### src/verilog/tpcm_params.svh
// constants for the timer pair combination block
// assumes inclusion by bare name from the package and the design file
`ifndef TPCM_PARAMS_SVH
`define TPCM_PARAMS_SVH
`define TPCM_ADR_CTRL 4'h0
`define TPCM_ADR_T2CMP 4'h1
`define TPCM_ADR_T3CMP1 4'h2
`define TPCM_ADR_T3CMP2 4'h3
`define TPCM_ADR_SHIFT 4'h4
`define TPCM_ADR_CAPT 4'h5
`define TPCM_ADR_STAT 4'h6
`define TPCM_ADR_COUNT 4'h7
`define TPCM_T3_MODE_CAPT 4'h3
`define TPCM_T3_MODE_BURST2 4'h6
`define TPCM_T3_MODE_BURSTS 4'h7
`define TPCM_T3_MODE_FSK 4'h8
`define TPCM_SRC_DIV 2'h0
`define TPCM_SRC_EXT 2'h1
`define TPCM_SRC_TOG 2'h2
`define TPCM_SRC_PRE 2'h3
`define TPCM_SER_MODE_SHIFT 2'h1
`define TPCM_SHIFT_BITS 8
`define TPCM_PRE_BITS 4
`define TPCM_T2_BITS 12
`define TPCM_T3_BITS 8
`define TPCM_CTRL_RST 32'h0000_0000
`endif

### src/verilog/tpcm_pkg.sv
// types for the timer pair combination block
// assumes the params header on the include path
`include "tpcm_params.svh"
package tpcm_pkg;
  // control register layout, high bits first as packed fields go
  typedef struct packed {
    logic [3:0] t3_mode;
    logic [1:0] rsv;
    logic ser_load;
    logic t2_run;
    logic t3_run;
    logic t2_eight;
    logic [1:0] single_en;
    logic [1:0] t3_src;
    logic [1:0] t2_src;
    logic [1:0] ser_src;
    logic [1:0] ser_mode;
    logic [3:0] pre_div;
    logic [7:0] pad;
  } tpcm_ctrl_s;
  // bus request bundle
  typedef struct packed {
    logic cyc;
    logic stb;
    logic we;
    logic [3:0] sel;
    logic [3:0] adr;
    logic [31:0] dat;
  } tpcm_req_s;
endpackage

### src/verilog/tpcm_top.sv
// two timers and a shift unit joined for gate, burst and fsk modes
// assumes classic wishbone master on CLOCK and external pins async to it
//
// Implementation choices: the register offsets and the Wishbone slave port.
`timescale 1ns/1ns
`default_nettype none
`include "tpcm_params.svh"
module tpcm_top #(
  parameter int SHIFT_BITS = `TPCM_SHIFT_BITS
) (
  // clock and reset
  input wire logic CLOCK,
  input wire logic RST_B,
  // wishbone slave
  input wire logic WB_CYC_I,
  input wire logic WB_STB_I,
  input wire logic WB_WE_I,
  input wire logic [3:0] WB_SEL_I,
  input wire logic [5:0] WB_ADR_I,
  input wire logic [31:0] WB_DAT_I,
  output logic [31:0] WB_DAT_O,
  output logic WB_ACK_O,
  // pins
  input wire logic COUNTER3_EXT_INPUT,
  input wire logic EXT_CLOCK_PIN,
  output logic TIMER3_OUTPUT_PIN,
  output logic SERIAL_DATA_OUT
);
  // pin synchronisers
  logic [1:0] sync_t3i;
  logic [1:0] sync_eck;
  logic last_t3i;
  logic last_eck;
  tpcm_pkg::tpcm_ctrl_s ctrl;
  tpcm_pkg::tpcm_ctrl_s next_ctrl;
  logic [11:0] t2_cmp, next_t2_cmp;
  logic [7:0] t3_cmp1, next_t3_cmp1;
  logic [7:0] t3_cmp2, next_t3_cmp2;
  logic [SHIFT_BITS-1:0] shreg, next_shreg;
  logic [7:0] capt, next_capt;
  logic [7:0] cnt3, next_cnt3;
  logic [11:0] cnt2, next_cnt2;
  logic [3:0] pre, next_pre;
  logic [3:0] div, next_div;
  logic timer2_toggle_pulse, next_timer2_toggle_pulse;
  logic timer3_toggle_pulse, next_timer3_toggle_pulse;
  logic m2, next_m2;
  logic m3, next_m3;
  logic prescaler_match_pulse, next_prescaler_match_pulse;
  logic [1:0] armed, next_armed;
  logic trig_seen, next_trig_seen;
  logic ack, next_ack;
  logic [31:0] rdat, next_rdat;
  logic t3_pin, next_t3_pin;
  logic so_pin, next_so_pin;
  logic ext_edge, eck_edge, div_tick;
  logic wr;
  logic [3:0] widx;

  // source select shared by the three clocked stages
  function automatic logic pick(input logic [1:0] s, input logic d, input logic e,
                                input logic t, input logic p);
    unique case (s)
      `TPCM_SRC_DIV: pick = d;
      `TPCM_SRC_EXT: pick = e;
      `TPCM_SRC_TOG: pick = t;
      `TPCM_SRC_PRE: pick = p;
    endcase
  endfunction

  // byte-lane merge for writes
  function automatic logic [31:0] merge(input logic [31:0] old, input logic [31:0] d,
                                        input logic [3:0] s);
    logic [31:0] r;
    r = old;
    for (int i = 0; i < 4; i++) begin
      if (s[i]) begin
        r[i*8 +: 8] = d[i*8 +: 8];
      end
    end
    merge = r;
  endfunction

  // two flops before any logic reads a pin
  always_ff @(posedge CLOCK) begin
    if (!RST_B) begin
      sync_t3i <= 2'h0;
      sync_eck <= 2'h0;
      last_t3i <= 1'b0;
      last_eck <= 1'b0;
    end else begin
      sync_t3i <= {sync_t3i[0], COUNTER3_EXT_INPUT};
      sync_eck <= {sync_eck[0], EXT_CLOCK_PIN};
      last_t3i <= sync_t3i[1];
      last_eck <= sync_eck[1];
    end
  end

  // rising edges of synchronised pins and internal divider tick
  always_comb begin
    ext_edge = sync_t3i[1] & ~last_t3i;
    eck_edge = sync_eck[1] & ~last_eck;
    div_tick = (div == 4'h0);
    wr = WB_CYC_I & WB_STB_I & WB_WE_I & ~ack;
    widx = WB_ADR_I[5:2];
  end

  // bus slave, one wait state, answers every address
  always_comb begin
    logic [31:0] q;
    q = 32'h0000_0000;
    next_ack = WB_CYC_I & WB_STB_I & ~ack;
    next_ctrl = ctrl;
    next_t2_cmp = t2_cmp;
    next_t3_cmp1 = t3_cmp1;
    next_t3_cmp2 = t3_cmp2;
    if (wr) begin
      unique case (widx)
        `TPCM_ADR_CTRL: next_ctrl = tpcm_pkg::tpcm_ctrl_s'(merge(32'(ctrl), WB_DAT_I,
                                    WB_SEL_I));
        `TPCM_ADR_T2CMP: next_t2_cmp = 12'(merge({20'h0, t2_cmp}, WB_DAT_I, WB_SEL_I));
        `TPCM_ADR_T3CMP1: next_t3_cmp1 = 8'(merge({24'h0, t3_cmp1}, WB_DAT_I, WB_SEL_I));
        `TPCM_ADR_T3CMP2: next_t3_cmp2 = 8'(merge({24'h0, t3_cmp2}, WB_DAT_I, WB_SEL_I));
        default: ;
      endcase
    end
    unique case (widx)
      `TPCM_ADR_CTRL: q = 32'(ctrl);
      `TPCM_ADR_T2CMP: q = {20'h0, t2_cmp};
      `TPCM_ADR_T3CMP1: q = {24'h0, t3_cmp1};
      `TPCM_ADR_T3CMP2: q = {24'h0, t3_cmp2};
      `TPCM_ADR_SHIFT: q = 32'(shreg);
      `TPCM_ADR_CAPT: q = {24'h0, capt};
      `TPCM_ADR_STAT: q = {25'h0, trig_seen, armed, m3, m2, timer3_toggle_pulse, timer2_toggle_pulse};
      `TPCM_ADR_COUNT: q = {12'h0, cnt2, cnt3};
      default: q = 32'h0000_0000;
    endcase
    next_rdat = next_ack ? q : 32'h0000_0000;
    next_ctrl.ser_load = 1'b0;
    next_ctrl.pad = 8'h00;
    next_ctrl.rsv = 2'h0;
  end

  // timer two: 12-bit, or 8-bit behind the 4-bit prescaler
  always_comb begin
    logic clk2;
    logic hit;
    hit = 1'b0;
    clk2 = pick(ctrl.t2_src, div_tick, eck_edge, timer3_toggle_pulse, 1'b0);
    next_div = (div == ctrl.pre_div) ? 4'h0 : 4'(div + 4'h1);
    next_cnt2 = cnt2;
    next_pre = pre;
    next_timer2_toggle_pulse = 1'b0;
    next_prescaler_match_pulse = 1'b0;
    next_m2 = m2;
    if (ctrl.t2_run && clk2) begin
      if (ctrl.t2_eight) begin
        if (pre == ctrl.pre_div) begin
          next_pre = 4'h0;
          next_prescaler_match_pulse = 1'b1;
          hit = (cnt2[7:0] == t2_cmp[7:0]);
          next_cnt2 = hit ? 12'h000 : {4'h0, 8'(cnt2[7:0] + 8'h01)};
        end else begin
          next_pre = 4'(pre + 4'h1);
        end
      end else begin
        hit = (cnt2 == t2_cmp);
        next_cnt2 = hit ? 12'h000 : 12'(cnt2 + 12'h001);
      end
    end
    if (hit) begin
      next_timer2_toggle_pulse = 1'b1;
      next_m2 = ~m2;
    end
  end

  // timer three: capture, burst and fsk modes
  always_comb begin
    logic clk3;
    logic trig;
    logic [7:0] cmp;
    logic fsk;
    clk3 = 1'b0;
    trig = 1'b0;
    cmp = 8'h00;
    fsk = (ctrl.t3_mode == `TPCM_T3_MODE_FSK);
    // capture mode forces the counter input pin as clock
    if (ctrl.t3_mode == `TPCM_T3_MODE_CAPT) begin
      clk3 = ext_edge;
    end else begin
      clk3 = pick(ctrl.t3_src, div_tick, ext_edge, 1'b0, eck_edge);
    end
    trig = timer2_toggle_pulse && (ctrl.t3_mode == `TPCM_T3_MODE_CAPT);
    cmp = (fsk && shreg[SHIFT_BITS-1]) ? t3_cmp2 : t3_cmp1;
    next_cnt3 = cnt3;
    next_capt = capt;
    next_timer3_toggle_pulse = 1'b0;
    next_m3 = m3;
    next_armed = armed;
    next_trig_seen = trig_seen | trig;
    if (wr && widx == `TPCM_ADR_STAT) begin
      next_trig_seen = trig;
    end
    if (trig) begin
      // count taken through this edge, so no pin edge is dropped
      next_capt = clk3 ? 8'(cnt3 + 8'h01) : cnt3;
      next_cnt3 = 8'h00;
      next_armed = ctrl.single_en;
    end else if (ctrl.t3_run && clk3) begin
      if (cnt3 == cmp) begin
        next_cnt3 = 8'h00;
        if (!ctrl.single_en[0] || armed[0] || fsk) begin
          next_timer3_toggle_pulse = 1'b1;
          next_m3 = ~m3;
          if (!fsk) begin
            next_armed[0] = 1'b0;
          end
        end
      end else if (!fsk && cnt3 == t3_cmp2 && (!ctrl.single_en[1] || armed[1])) begin
        next_m3 = ~m3;
        next_armed[1] = 1'b0;
        next_cnt3 = 8'(cnt3 + 8'h01);
      end else begin
        next_cnt3 = 8'(cnt3 + 8'h01);
      end
    end
    // output gating per mode
    unique case (ctrl.t3_mode)
      `TPCM_T3_MODE_BURST2: next_t3_pin = m3 & m2;
      `TPCM_T3_MODE_BURSTS: next_t3_pin = m3 & shreg[SHIFT_BITS-1];
      default: next_t3_pin = m3;
    endcase
  end

  // shift unit: msb first, loaded from the bus
  always_comb begin
    logic sclk;
    sclk = pick(ctrl.ser_src, div_tick, eck_edge, timer2_toggle_pulse, prescaler_match_pulse);
    next_shreg = shreg;
    if (wr && widx == `TPCM_ADR_SHIFT) begin
      next_shreg = SHIFT_BITS'(WB_DAT_I);
    end else if (ctrl.ser_mode == `TPCM_SER_MODE_SHIFT && sclk) begin
      next_shreg = {shreg[SHIFT_BITS-2:0], 1'b0};
    end
    next_so_pin = shreg[SHIFT_BITS-1];
  end

  // bus slave registers
  always_ff @(posedge CLOCK) begin
    if (!RST_B) begin
      ctrl <= tpcm_pkg::tpcm_ctrl_s'(`TPCM_CTRL_RST);
      t2_cmp <= 12'h000;
      t3_cmp1 <= 8'h00;
      t3_cmp2 <= 8'h00;
      ack <= 1'b0;
      rdat <= 32'h0000_0000;
    end else begin
      ctrl <= next_ctrl;
      t2_cmp <= next_t2_cmp;
      t3_cmp1 <= next_t3_cmp1;
      t3_cmp2 <= next_t3_cmp2;
      ack <= next_ack;
      rdat <= next_rdat;
    end
  end

  // timer two registers
  always_ff @(posedge CLOCK) begin
    if (!RST_B) begin
      cnt2 <= 12'h000;
      pre <= 4'h0;
      div <= 4'h0;
      timer2_toggle_pulse <= 1'b0;
      m2 <= 1'b0;
      prescaler_match_pulse <= 1'b0;
    end else begin
      cnt2 <= next_cnt2;
      pre <= next_pre;
      div <= next_div;
      timer2_toggle_pulse <= next_timer2_toggle_pulse;
      m2 <= next_m2;
      prescaler_match_pulse <= next_prescaler_match_pulse;
    end
  end

  // timer three registers
  always_ff @(posedge CLOCK) begin
    if (!RST_B) begin
      capt <= 8'h00;
      cnt3 <= 8'h00;
      timer3_toggle_pulse <= 1'b0;
      m3 <= 1'b0;
      armed <= 2'h0;
      trig_seen <= 1'b0;
      t3_pin <= 1'b0;
    end else begin
      capt <= next_capt;
      cnt3 <= next_cnt3;
      timer3_toggle_pulse <= next_timer3_toggle_pulse;
      m3 <= next_m3;
      armed <= next_armed;
      trig_seen <= next_trig_seen;
      t3_pin <= next_t3_pin;
    end
  end

  // shift unit registers
  always_ff @(posedge CLOCK) begin
    if (!RST_B) begin
      shreg <= '0;
      so_pin <= 1'b0;
    end else begin
      shreg <= next_shreg;
      so_pin <= next_so_pin;
    end
  end

  // outputs straight from flops
  assign WB_ACK_O = ack;
  assign WB_DAT_O = rdat;
  assign TIMER3_OUTPUT_PIN = t3_pin;
  assign SERIAL_DATA_OUT = so_pin;
endmodule
`default_nettype wire
### config.mk
export PLATFORM = sky130hd
export DESIGN_NAME = tpcm_top
export DESIGN_NICKNAME = d
export VERILOG_FILES = /design/src/verilog/tpcm_pkg.sv /design/src/verilog/tpcm_top.sv
export VERILOG_INCLUDE_DIRS = /design/src /design/src/verilog
export SDC_FILE = /design/constraint.sdc
export NUM_CORES = 1
export LEC_CHECK = 0
export ABC_AREA = 1
export BUFFER_PORTS_ARGS = -buffer_cell sky130_fd_sc_hd__buf_2
export CAP_MARGIN = 20
export CORE_UTILIZATION = 52
export CTS_CLUSTER_DIAMETER = 60
export DETAILED_ROUTE_END_ITERATION = 8
export GPL_TIMING_DRIVEN = 0
export PLACE_DENSITY_LB_ADDON = 0.3
export SLEW_MARGIN = 20
export SYNTH_ARGS = -nofsm -noshare
export SYNTH_HDL_FRONTEND = slang
export SYNTH_SLANG_ARGS = --single-unit
### constraint.sdc
create_clock -name CLOCK -period 1.74 [get_ports CLOCK]
set_clock_uncertainty 0.2 [all_clocks]
set_input_delay 0.348 -clock CLOCK [delete_from_list [all_inputs] [get_ports CLOCK]]
set_output_delay 0.348 -clock CLOCK [all_outputs]
set_load 0.01 [all_outputs]
# [Yosys cells after proc, flatten, opt, wreduce, memory -nomap -nowiden]
# Index checks and enable logic that the tools add are counted.
[op_classes] n_addsub=5 multipliers=0 div_mod_pow=0 magnitude_cmp=0 n_eq_ne=31 shift=0 muxes=33 bitwise=18 reduce_logical=43
[ops] cell="32-bit one-hot mux with 8 select lines" n=1
[ops] cell="8-bit 2-to-1 mux" n=6
[ops] cell="12-bit 2-to-1 mux" n=3
[ops] cell="3-bit AND reduction" n=9
[ops] cell="4-bit by 3-bit equality test with 1-bit output (second input constant)" n=6
[ops] cell="8-bit equality test" n=3
[ops] cell="8-bit by 1-bit adder with 8-bit output (second input constant)" n=2
[ops] cell="1-bit 2-to-1 mux" n=16
[ops] cell="12-bit by 1-bit adder with 12-bit output (second input constant)" n=1
[ops] cell="12-bit equality test" n=1
[ops] cell="2-bit equality test (second input constant)" n=6
[ops] cell="4-bit by 2-bit equality test with 1-bit output (second input constant)" n=3
[ops] cell="1-bit one-hot mux with 4 select lines" n=3
[ops] cell="2-bit nonzero test" n=6
[ops] cell="1-bit logical AND" n=9
[ops] cell="1-bit NOT" n=9
[ops] cell="4-bit by 1-bit adder with 4-bit output (second input constant)" n=2
[ops] cell="1-bit AND" n=8
[ops] cell="2-bit by 1-bit equality test with 1-bit output (second input constant)" n=4
[ops] cell="4-bit equality test" n=2
[ops] cell="4-bit zero test" n=2
[ops] cell="4-bit AND reduction" n=2
[ops] cell="2-bit zero test" n=3
[ops] cell="2-bit AND reduction" n=3
[ops] cell="other kinds (12)" n=20
[word_totals] register_bits=153 latchBits=0 ramBits=0 mem_bits_ro=0 inputBits=49 output_inout_bits=35 word_cells=169 n_memories=0

# [Logic depth before layout (Yosys ltp)]
# Gate-level depths: netlist (run 1).
[logic_depth] word_depth=8 ltp_mapped=16 depth_no_buf=15

# [Worst setup path before layout (run 1)]
# No wires, ideal clock.
[synth_path] path_type="register -> register" start="register div[0]" end="register cnt2[10]" setup_ns=0.121 arrival_time_ns=1.507 t_required_ns=1.419 setup_slack_ns=-0.088 path_stages_with_launch=11 n_path_buf=1 period_less_slack_ns=1.828 path_cell_list="dfxtp_1 inv_1 ha_1 nand2_1 and3_4 nor3_4 nand2_2 buf_6 nor3_1 xor2_1 nor2_1"
[synth_via] elab_chain_len=4
[synth_rtl] element="start: declaration" line_no="tpcm_top.sv:44" source="logic [3:0] div, next_div;"
[synth_rtl] element="start signal: assignment" line_no="tpcm_top.sv:279" source="div <= next_div;"
[synth_rtl] element="4-bit zero test" line_no="tpcm_top.sv:103" source="div_tick = (div == 4'h0);"
[synth_rtl] element="1-bit one-hot mux with 4 select lines" line_no="tpcm_top.sv:63" source="unique case (s)"
[synth_rtl] element="1-bit logical AND" line_no="tpcm_top.sv:156" source="if (ctrl.t2_run && clk2) begin"
[synth_rtl] element="2-bit AND reduction (no source line)"
[synth_rtl] element="end signal: assignment" line_no="tpcm_top.sv:277" source="cnt2 <= next_cnt2;"
[synth_rtl] element="end: declaration" line_no="tpcm_top.sv:42" source="logic [11:0] cnt2, next_cnt2;"
# Every way passes these cells.
# A chain may end at the register's enable or synchronous reset.

# [Final worst setup path (run 1)]
[layout_path] start="register ctrl[31] (netlist bit)" end="register cnt3[6]"
[layout_via] elab_chain_len=5 word_cells_on_any_way=10 cone_classes="eq/ne (3); mux (3); reduce/logical (4)"
[layout_rtl] element="start: declaration" line_no="tpcm_top.sv:34" source="tpcm_pkg::tpcm_ctrl_s ctrl;"
[layout_rtl] element="start signal: assignment" line_no="tpcm_top.sv:251" source="ctrl <= tpcm_pkg::tpcm_ctrl_s'(`TPCM_CTRL_RST);"
[layout_rtl] element="start signal: assignment" line_no="tpcm_top.sv:258" source="ctrl <= next_ctrl;"
[layout_rtl] element="4-bit equality test (no source line)"
[layout_rtl] element="1-bit logical AND" line_no="tpcm_top.sv:194" source="cmp = (fsk && shreg[SHIFT_BITS-1]) ? t3_cmp2 : t3_cmp1;"
[layout_rtl] element="8-bit 2-to-1 mux" line_no="tpcm_top.sv:194"
[layout_rtl] element="8-bit equality test" line_no="tpcm_top.sv:210" source="if (cnt3 == cmp) begin"
[layout_rtl] element="8-bit 2-to-1 mux" line_no="tpcm_top.sv:210"
[layout_rtl] element="end signal: assignment" line_no="tpcm_top.sv:298" source="cnt3 <= next_cnt3;"
[layout_rtl] element="end: declaration" line_no="tpcm_top.sv:41" source="logic [7:0] cnt3, next_cnt3;"
# Several ways; a longest one is shown, not always the timed one.

==> results of run 1 <==
metrics by stage:
stage / setup TNS [ns] / std cells / cell area, µm² / power (mW) / setup slack, ns
after floorplan: -0.118 / 878 / 6450 / 3.41 / -0.0388
after global placement: -38.75 / 1100 / 7010 / 3.53 / -0.551
after detailed placement: -38.46 / 1100 / 7010 / 3.53 / -0.549
after CTS: -5.30 / 1171 / 8240 / 7.52 / -0.232
after global routing: -12.22 / 1192 / 8790 / 7.72 / -0.506
final: -7.61 / 1193 / 8790 / 7.57 / -0.360
power by group:
part	internal (mW)	switching (mW)
Combinational	0.129	0.229
Clock	2.61	1.40
Sequential	3.19	0.00945
Total	5.93	1.64
cells by family after synthesis:
group | count (synthesis)
xor+xnor | 35
simple gates | 317
flops | 139
other cells | 1
compound gates | 222
fa+ha+maj | 5
buf+inv | 157
worst max-delay path, stage by stage (launching register included):
cell,delay (ns)
dfxtp_2,0.34
inv_4,0.04
nor2_4,0.18
buf_6,0.16
nand4_1,0.11
nand2_1,0.11
nand2_1,0.07
nand2_2,0.10
nand2_2,0.07
nor2_2,0.11
nand2_2,0.11
buf_4,0.16
buf_6,0.11
nand3_2,0.07
a21oi_2,0.06
final cells by class:
cell class | instances | area [µm²]
Clock buffer | 20 | 457
Inverter | 127 | 505
Sequential cell | 139 | 2810
Timing Repair Buffer | 135 | 918
Buffer | 30 | 206
Clock inverter | 12 | 193
Fill cell | 873 | 3220
Tap cell | 147 | 184
Antenna cell | 1 | 2.50
Multi-Input combinational cell | 582 | 3510
state kept, by name, indices dropped and copies added (netlist names), 4 cells and up:
register  flops
WB_DAT_O     29
capt          8
cnt2         12
cnt3          8
ctrl         21
div           4
pre           4
shreg         8
t2_cmp       12
t3_cmp1       8
t3_cmp2       8
synthesized netlist by cell type (all sizes together) (14+ instances only):
cell / instances
buf: 14
nand2: 163
dfxtp: 139
nand3: 31
xor2: 23
nand4: 17
nor3: 22
clkbuf: 16
o22ai: 18
inv: 125
a21oi: 94
o21ai: 88
nor2: 78
how the worst max path moves through the flow:
| stage | startpoint | to | slack (ns) |
|---|---|---|---|
| global route | ctrl[28] | cnt3[5] | -0.51 |
| floorplan | div[0] | cnt2[6] | -0.04 |
| finish | ctrl[31] | cnt3[6] | -0.36 |
| global placement | WB_ADR_I[5] | ctrl[31] | -0.55 |
| CTS | div[0] | cnt2[8] | -0.23 |
| detailed placement | WB_ADR_I[5] | ctrl[31] | -0.55 |
timing repair:
action,4_1_cts,5_1_grt
endpoints found under the hold margin,9,0
gates resized for setup,91,134
setup buffers,28,23
hold buffers,8,0
setup endpoints to repair,95,100
cloned,4,0
pin swaps,30,41
routing by layer:
| layer | global-route usage (%) | up-vias | part of all wire (%) |
|---|---|---|---|
| li1 | - | 3205 | - |
| met2 | 50.9 | 418 | 45 |
| met1 | 42.7 | 3194 | 39 |
| met4 | 15.5 | 0 | 5.3 |
| met3 | 8.19 | 120 | 10 |
| met5 | 0 | - | 0 |
==> results.md, run 1 <==
* Hold_sp: WB_DAT_I[20]
* Final setup violation count at 43
* Gate Count Post-Synth at 876
* Starting DRT DRC Count at 865
* Slew Limit Fails at 0
* Root buf cell: clkbuf_16
* Clk_lat worst skew at 0.43 ns
* CTS sink count at 139
* Origin of the critical flop-to-flop path: ctrl[31]
* CTS tree: done
* Die Y at 113 µm
* Worst endpoint required time at 1.86 ns
* WL per Instance at 18.3 µm
* Compound-Gate Fraction of Synth Area at 18.8%
* Finished Core Util at 73.2%
* Vias in the first global route at 6190
* R2R cell count at 14
* Nets at 1086
* Antenna-violating nets left at 0
* Simple-gate share of the synthesized area at 22.0%
* IO buf count at 75
* Min Tclk post-route at 2.10 ns
* Chip width at 113 µm
* Unique masters post-synth at 41
* Synth warn at 0
* VDD IR-drop max at 0.821 mV
* Leading post-synthesis cells by cell area: dfxtp_1 (43%), nand2_1 (9.2%), a21oi_1 (7.4%)
* CP startpoint kind: flop
* Post-synth EDFFs at 0
* Reg2Reg Setup Slack at -0.36 ns
* Post-DR vias/cell at 5.81
* GPL Wtd Cong at 0.986
* GRT overflow at 0
* Async SR Flop Fraction at 0%
* Hold Fails Final Rpt at 0
* Crit path max fanout at 5
* CP Class: flop to flop
* Synthesized flop and latch total at 139
* Layout cells sized above 1 at 31.8%
* Drt total wl at 21800 µm
* Fmax at 476 MHz
* Status: finished with violations
* Area of the mapped netlist at 6400 µm²
* Synth Flop Type: dfxtp_1
* I/O Pins at 84
* Worst-margin pin slew at 0.778 ns
* Power Density at 861 nW/µm²
* HP Class: input port to flop
* XOR/XNOR share of the synthesized area at 4.79%
* Leak at 3.75 nW
* Most frequent cells in the layout: nand2_1 (135), dfxtp_1 (122), inv_1 (109)
* Hold_ws at 0.00965 ns
* Hold depth at 3
* Failing checks: negative setup slack
* Vias at 6937
* Layout area overhead at 37.5%
* RSZ-0062 raised after global routing: true
* Top-area cell type share of the netlist area at 43.5%
* Initial antenna violation count at 1
* Most common cell after layout, fill and taps aside: nand2_1
* Clock Path Buffers at 2
* Mean post-synth cell area at 7.30 µm²
* Core area at 12000 µm²
* Sequential area share after synthesis at 43.5%
* Row cnt at 40
* Largest family of logic cells by synthesized area: simple AND/OR/NAND/NOR gates
* Final setup slack of the worst path at -0.360 ns
* Tot GR Track Use at 32.7%
* Largest net degree at the start of global routing at 17
* Critical path arrival at 2.22 ns
* H-Tree Level Count at 4
* Detailed-route DRC error count at 0
* 1st-pass router iterations at 8
* Slew HR at 48.1%
* Worst-path clk slew at 0.06 ns
* Crit path capture type: flop
* R2R Path End: cnt3[6]
* Die area at 12700 µm²
* Post-DP HPWL at 14100 µm
* Yosys top cell by area: dfxtp_1
* Post-Synth Adder-Cell Area at 0.978%
* Starting density of the core at 53.3%
* First-pass GRT wire length at 31600 µm
* Fin crit share at 121%
* CTS Buf Count at 17
* Max-cap check violation count at 0
* Mux cell area share after synthesis at 0%
* Hold Path Sink: ctrl[20]
Power figures use the tool's default switching activity.
==> inputs of run 2 (changes only) <==
--- a/config.mk
+++ b/config.mk
@@ -9,11 +9,12 @@
 export ABC_AREA = 1
 export BUFFER_PORTS_ARGS = -buffer_cell sky130_fd_sc_hd__buf_2
 export CAP_MARGIN = 20
-export CORE_UTILIZATION = 52
+export CORE_UTILIZATION = 58
 export CTS_CLUSTER_DIAMETER = 60
 export DETAILED_ROUTE_END_ITERATION = 8
 export GPL_TIMING_DRIVEN = 0
 export PLACE_DENSITY_LB_ADDON = 0.3
+export SETUP_SLACK_MARGIN = 0.3
 export SLEW_MARGIN = 20
 export SYNTH_ARGS = -nofsm -noshare
 export SYNTH_HDL_FRONTEND = slang
==> constraint.sdc (replaced) <==
create_clock -name CLOCK -period 2.4 [get_ports CLOCK]
set_clock_uncertainty 0.2 [all_clocks]
set_input_delay 0.48 -clock CLOCK [delete_from_list [all_inputs] [get_ports CLOCK]]
set_output_delay 0.48 -clock CLOCK [all_outputs]
set_load 0.01 [all_outputs]
==> results.md, run 2 (same netlist as run 1, synthesis figures left out) <==
* VDD IR-drop max at 0.716 mV (-13%)
* Most frequent cells in the layout: nand2_1 (148), dfxtp_1 (131), inv_1 (116)
* Setup Slack @ Placement at -0.0921 ns (+0.457 ns)
* Sw frac at 22.7% (+1.1 points)
* Max reg flops at 29 (unchanged)
* Final setup violation count at 0 (-100%)
* Chip width at 107 µm (-5.2%)
* Worst endpoint required time at 2.60 ns (+0.74 ns)
* Drt total wl at 20400 µm (-6.5%)
* Max-cap check violation count at 0 (unchanged)
* CTS Buf Count at 17 (unchanged)
* Comb pwr share at 4.1% (-0.6 points)
* Antenna-violating nets left at 0 (unchanged)
* Hold Path Sink: ctrl[10]
* Tot GR Track Use at 35.2% (+2.5 points)
* Setup_tns at 0 ns (+7.61 ns)
* Origin of the critical flop-to-flop path: ctrl[30]
* Worst-margin pin slew at 0.692 ns (-0.0861 ns)
* GRT overflow at 0 (unchanged)
* Power Density at 662 nW/µm² (-23%)
* Antenna fix cells at 0 (-1)
* Nets at 1052 (-3.1%)
* Die area at 11500 µm² (-10%)
* Core area at 10500 µm² (-13%)
* CP Class: flop to flop
* Most common cell after layout, fill and taps aside: nand2_1
* Final Power at 5.28 mW (-30%)
* Largest net degree at the start of global routing at 17 (unchanged)
* Detailed-route DRC error count at 0 (unchanged)
* Fmax at 476 MHz (about the same)
* Sequential Power Share at 44.0% (+1.7 points)
* Root buf cell: clkbuf_8
* Post-DR vias/cell at 5.82 (+0.11%)
* Final setup slack of the worst path at 0.301 ns (+0.660 ns)
* Row cnt at 37 (-7.5%)
* Clock Path Buffers at 2 (unchanged)
* Reg2Reg Setup Slack at 0.30 ns (+0.66 ns)
* RSZ-0062 raised after global routing: true
* Post-DP HPWL at 13900 µm (-1.8%)
* CTS tree: done
* Hold Fails Final Rpt at 0 (unchanged)
* Layout area overhead at 24.6%
* WL per Instance at 17.8 µm (-2.8%)
* 1st-pass router iterations at 5 (-3)
* Status: complete, no violations
* HP Class: input port to flop
* Starting density of the core at 60.9% (+7.6 points)
* Min Tclk post-route at 2.10 ns (-0.000248 ns)
* Slew Limit Fails at 0 (unchanged)
* GPL Wtd Cong at 0.966 (-2.0%)
* Starting DRT DRC Count at 872 (+0.81%)
* Fin crit share at 87.5% (-33 points)
* Clk_lat worst skew at 0.52 ns (+0.09 ns)
* First-pass GRT wire length at 30500 µm (-3.6%)
* Initial antenna violation count at 0 (-1)
* CTS sink count at 139 (unchanged)
* Vias in the first global route at 5876 (-5.1%)
* R2R Path End: armed[0]
* Crit path capture type: flop
* Net switching power at 1.20 mW (-27%)
* Layout cells sized above 1 at 20.3% (-11 points)
* Leak at 3.38 nW (-9.8%)
* Worst-path clk slew at 0.07 ns (about the same)
* P_int at 4.08 mW (-31%)
* IO buf count at 75 (unchanged)
* Crit path max fanout at 7 (+2)
* Hold depth at 3 (unchanged)
* H-Tree Level Count at 4 (unchanged)
* Finished Core Util at 75.9% (+2.6 points)
* Hold_ws at 0.0237 ns (+0.0140 ns)
* Clock network power share at 52.0% (-1.0 points)
* Slew HR at 52.7% (+4.5 points)
* Die Y at 107 µm (-5.2%)
* Hold_sp: WB_DAT_I[10]
* CP startpoint kind: flop
* R2R cell count at 10 (-4)
* Critical path arrival at 2.29 ns (+0.07 ns)
* I/O Pins at 84 (unchanged)
* Vias at 6677 (-3.7%)
run 2: changes by cell type in the layout (fill, tap and decap cells not counted), sizes merged:
| cell | delta |
|---|---|
| buf | -33 |
| dlygate4sd3 | -4 |
| clkinvlp | +2 |
| bufinv | -1 |
| clkinv | +1 |
| diode | -1 |
| nand3 | +1 |
run 2: stage by stage:
| step | std cells | cell area, µm² |
|---|---|---|
| after floorplan | 878 | 6400 |
| after global placement | 1089 | 6950 |
| after detailed placement | 1089 | 6950 |
| after CTS | 1126 | 7630 |
| after global routing | 1147 | 7970 |
| final | 1147 | 7970 |
run 2: final cells by class:
| class | instances | area (µm²) |
|---|---|---|
| Fill cell | 759 | 2540 |
| Inverter | 127 | 482 |
| Timing Repair Buffer | 100 | 577 |
| Clock inverter | 14 | 196 |
| Multi-Input combinational cell | 583 | 3160 |
| Sequential cell | 139 | 2800 |
| Tap cell | 136 | 170 |
| Buffer | 30 | 166 |
| Clock buffer | 18 | 418 |
run 2: how the worst max path moves through the flow:
stage,start,endpoint,slack [ns],depth (start not counted)
2_1_floorplan,WB_ADR_I[4],shreg[4],0.54,10
3_3_place_gp,WB_ADR_I[5],ctrl[30],-0.09,8
3_5_place_dp,WB_ADR_I[5],ctrl[30],-0.09,8
4_1_cts,div[0],cnt2[10],0.31,12
5_1_grt,ctrl[30],armed[0],0.22,10
6_report,ctrl[30],armed[0],0.30,10
run 2: power groups by stage:
stage / Clock [mW] / Combinational, mW / Sequential [mW]
after floorplan: 0 / 0.0990 / 2.37
after global placement: 0 / 0.185 / 2.37
after detailed placement: 0 / 0.185 / 2.37
after CTS: 2.74 / 0.194 / 2.32
after global routing: 2.85 / 0.230 / 2.32
final: 2.74 / 0.214 / 2.32
run 2: repair_timing:
action / in CTS / in global routing
buffers inserted: 1 / 19
endpoints found under the setup margin: 16 / 45
gates cloned: 0 / 2
hold buffers: 4 / 0
hold endpoints to repair: 4 / 0
pin swaps: 2 / 19
gates resized for setup: 7 / 60
run 2: worst max-delay path, stage by stage (launching register included):
cell     delay [ns]
dfxtp_2        0.34
inv_1          0.11
nand4_1        0.15
o21ai_1        0.16
a21oi_1        0.06
o21ai_1        0.20
nand3_4        0.18
inv_2          0.16
nand2_1        0.08
o21ai_0        0.20
o21ai_0        0.13
run 2: metal layers:
metal / global-route usage (%) / wire length (µm)
met1: 47.9 / 7990
met2: 53.3 / 9160
met3: 8.09 / 2590
met4: 15.3 / 680
met5: 0 / 0
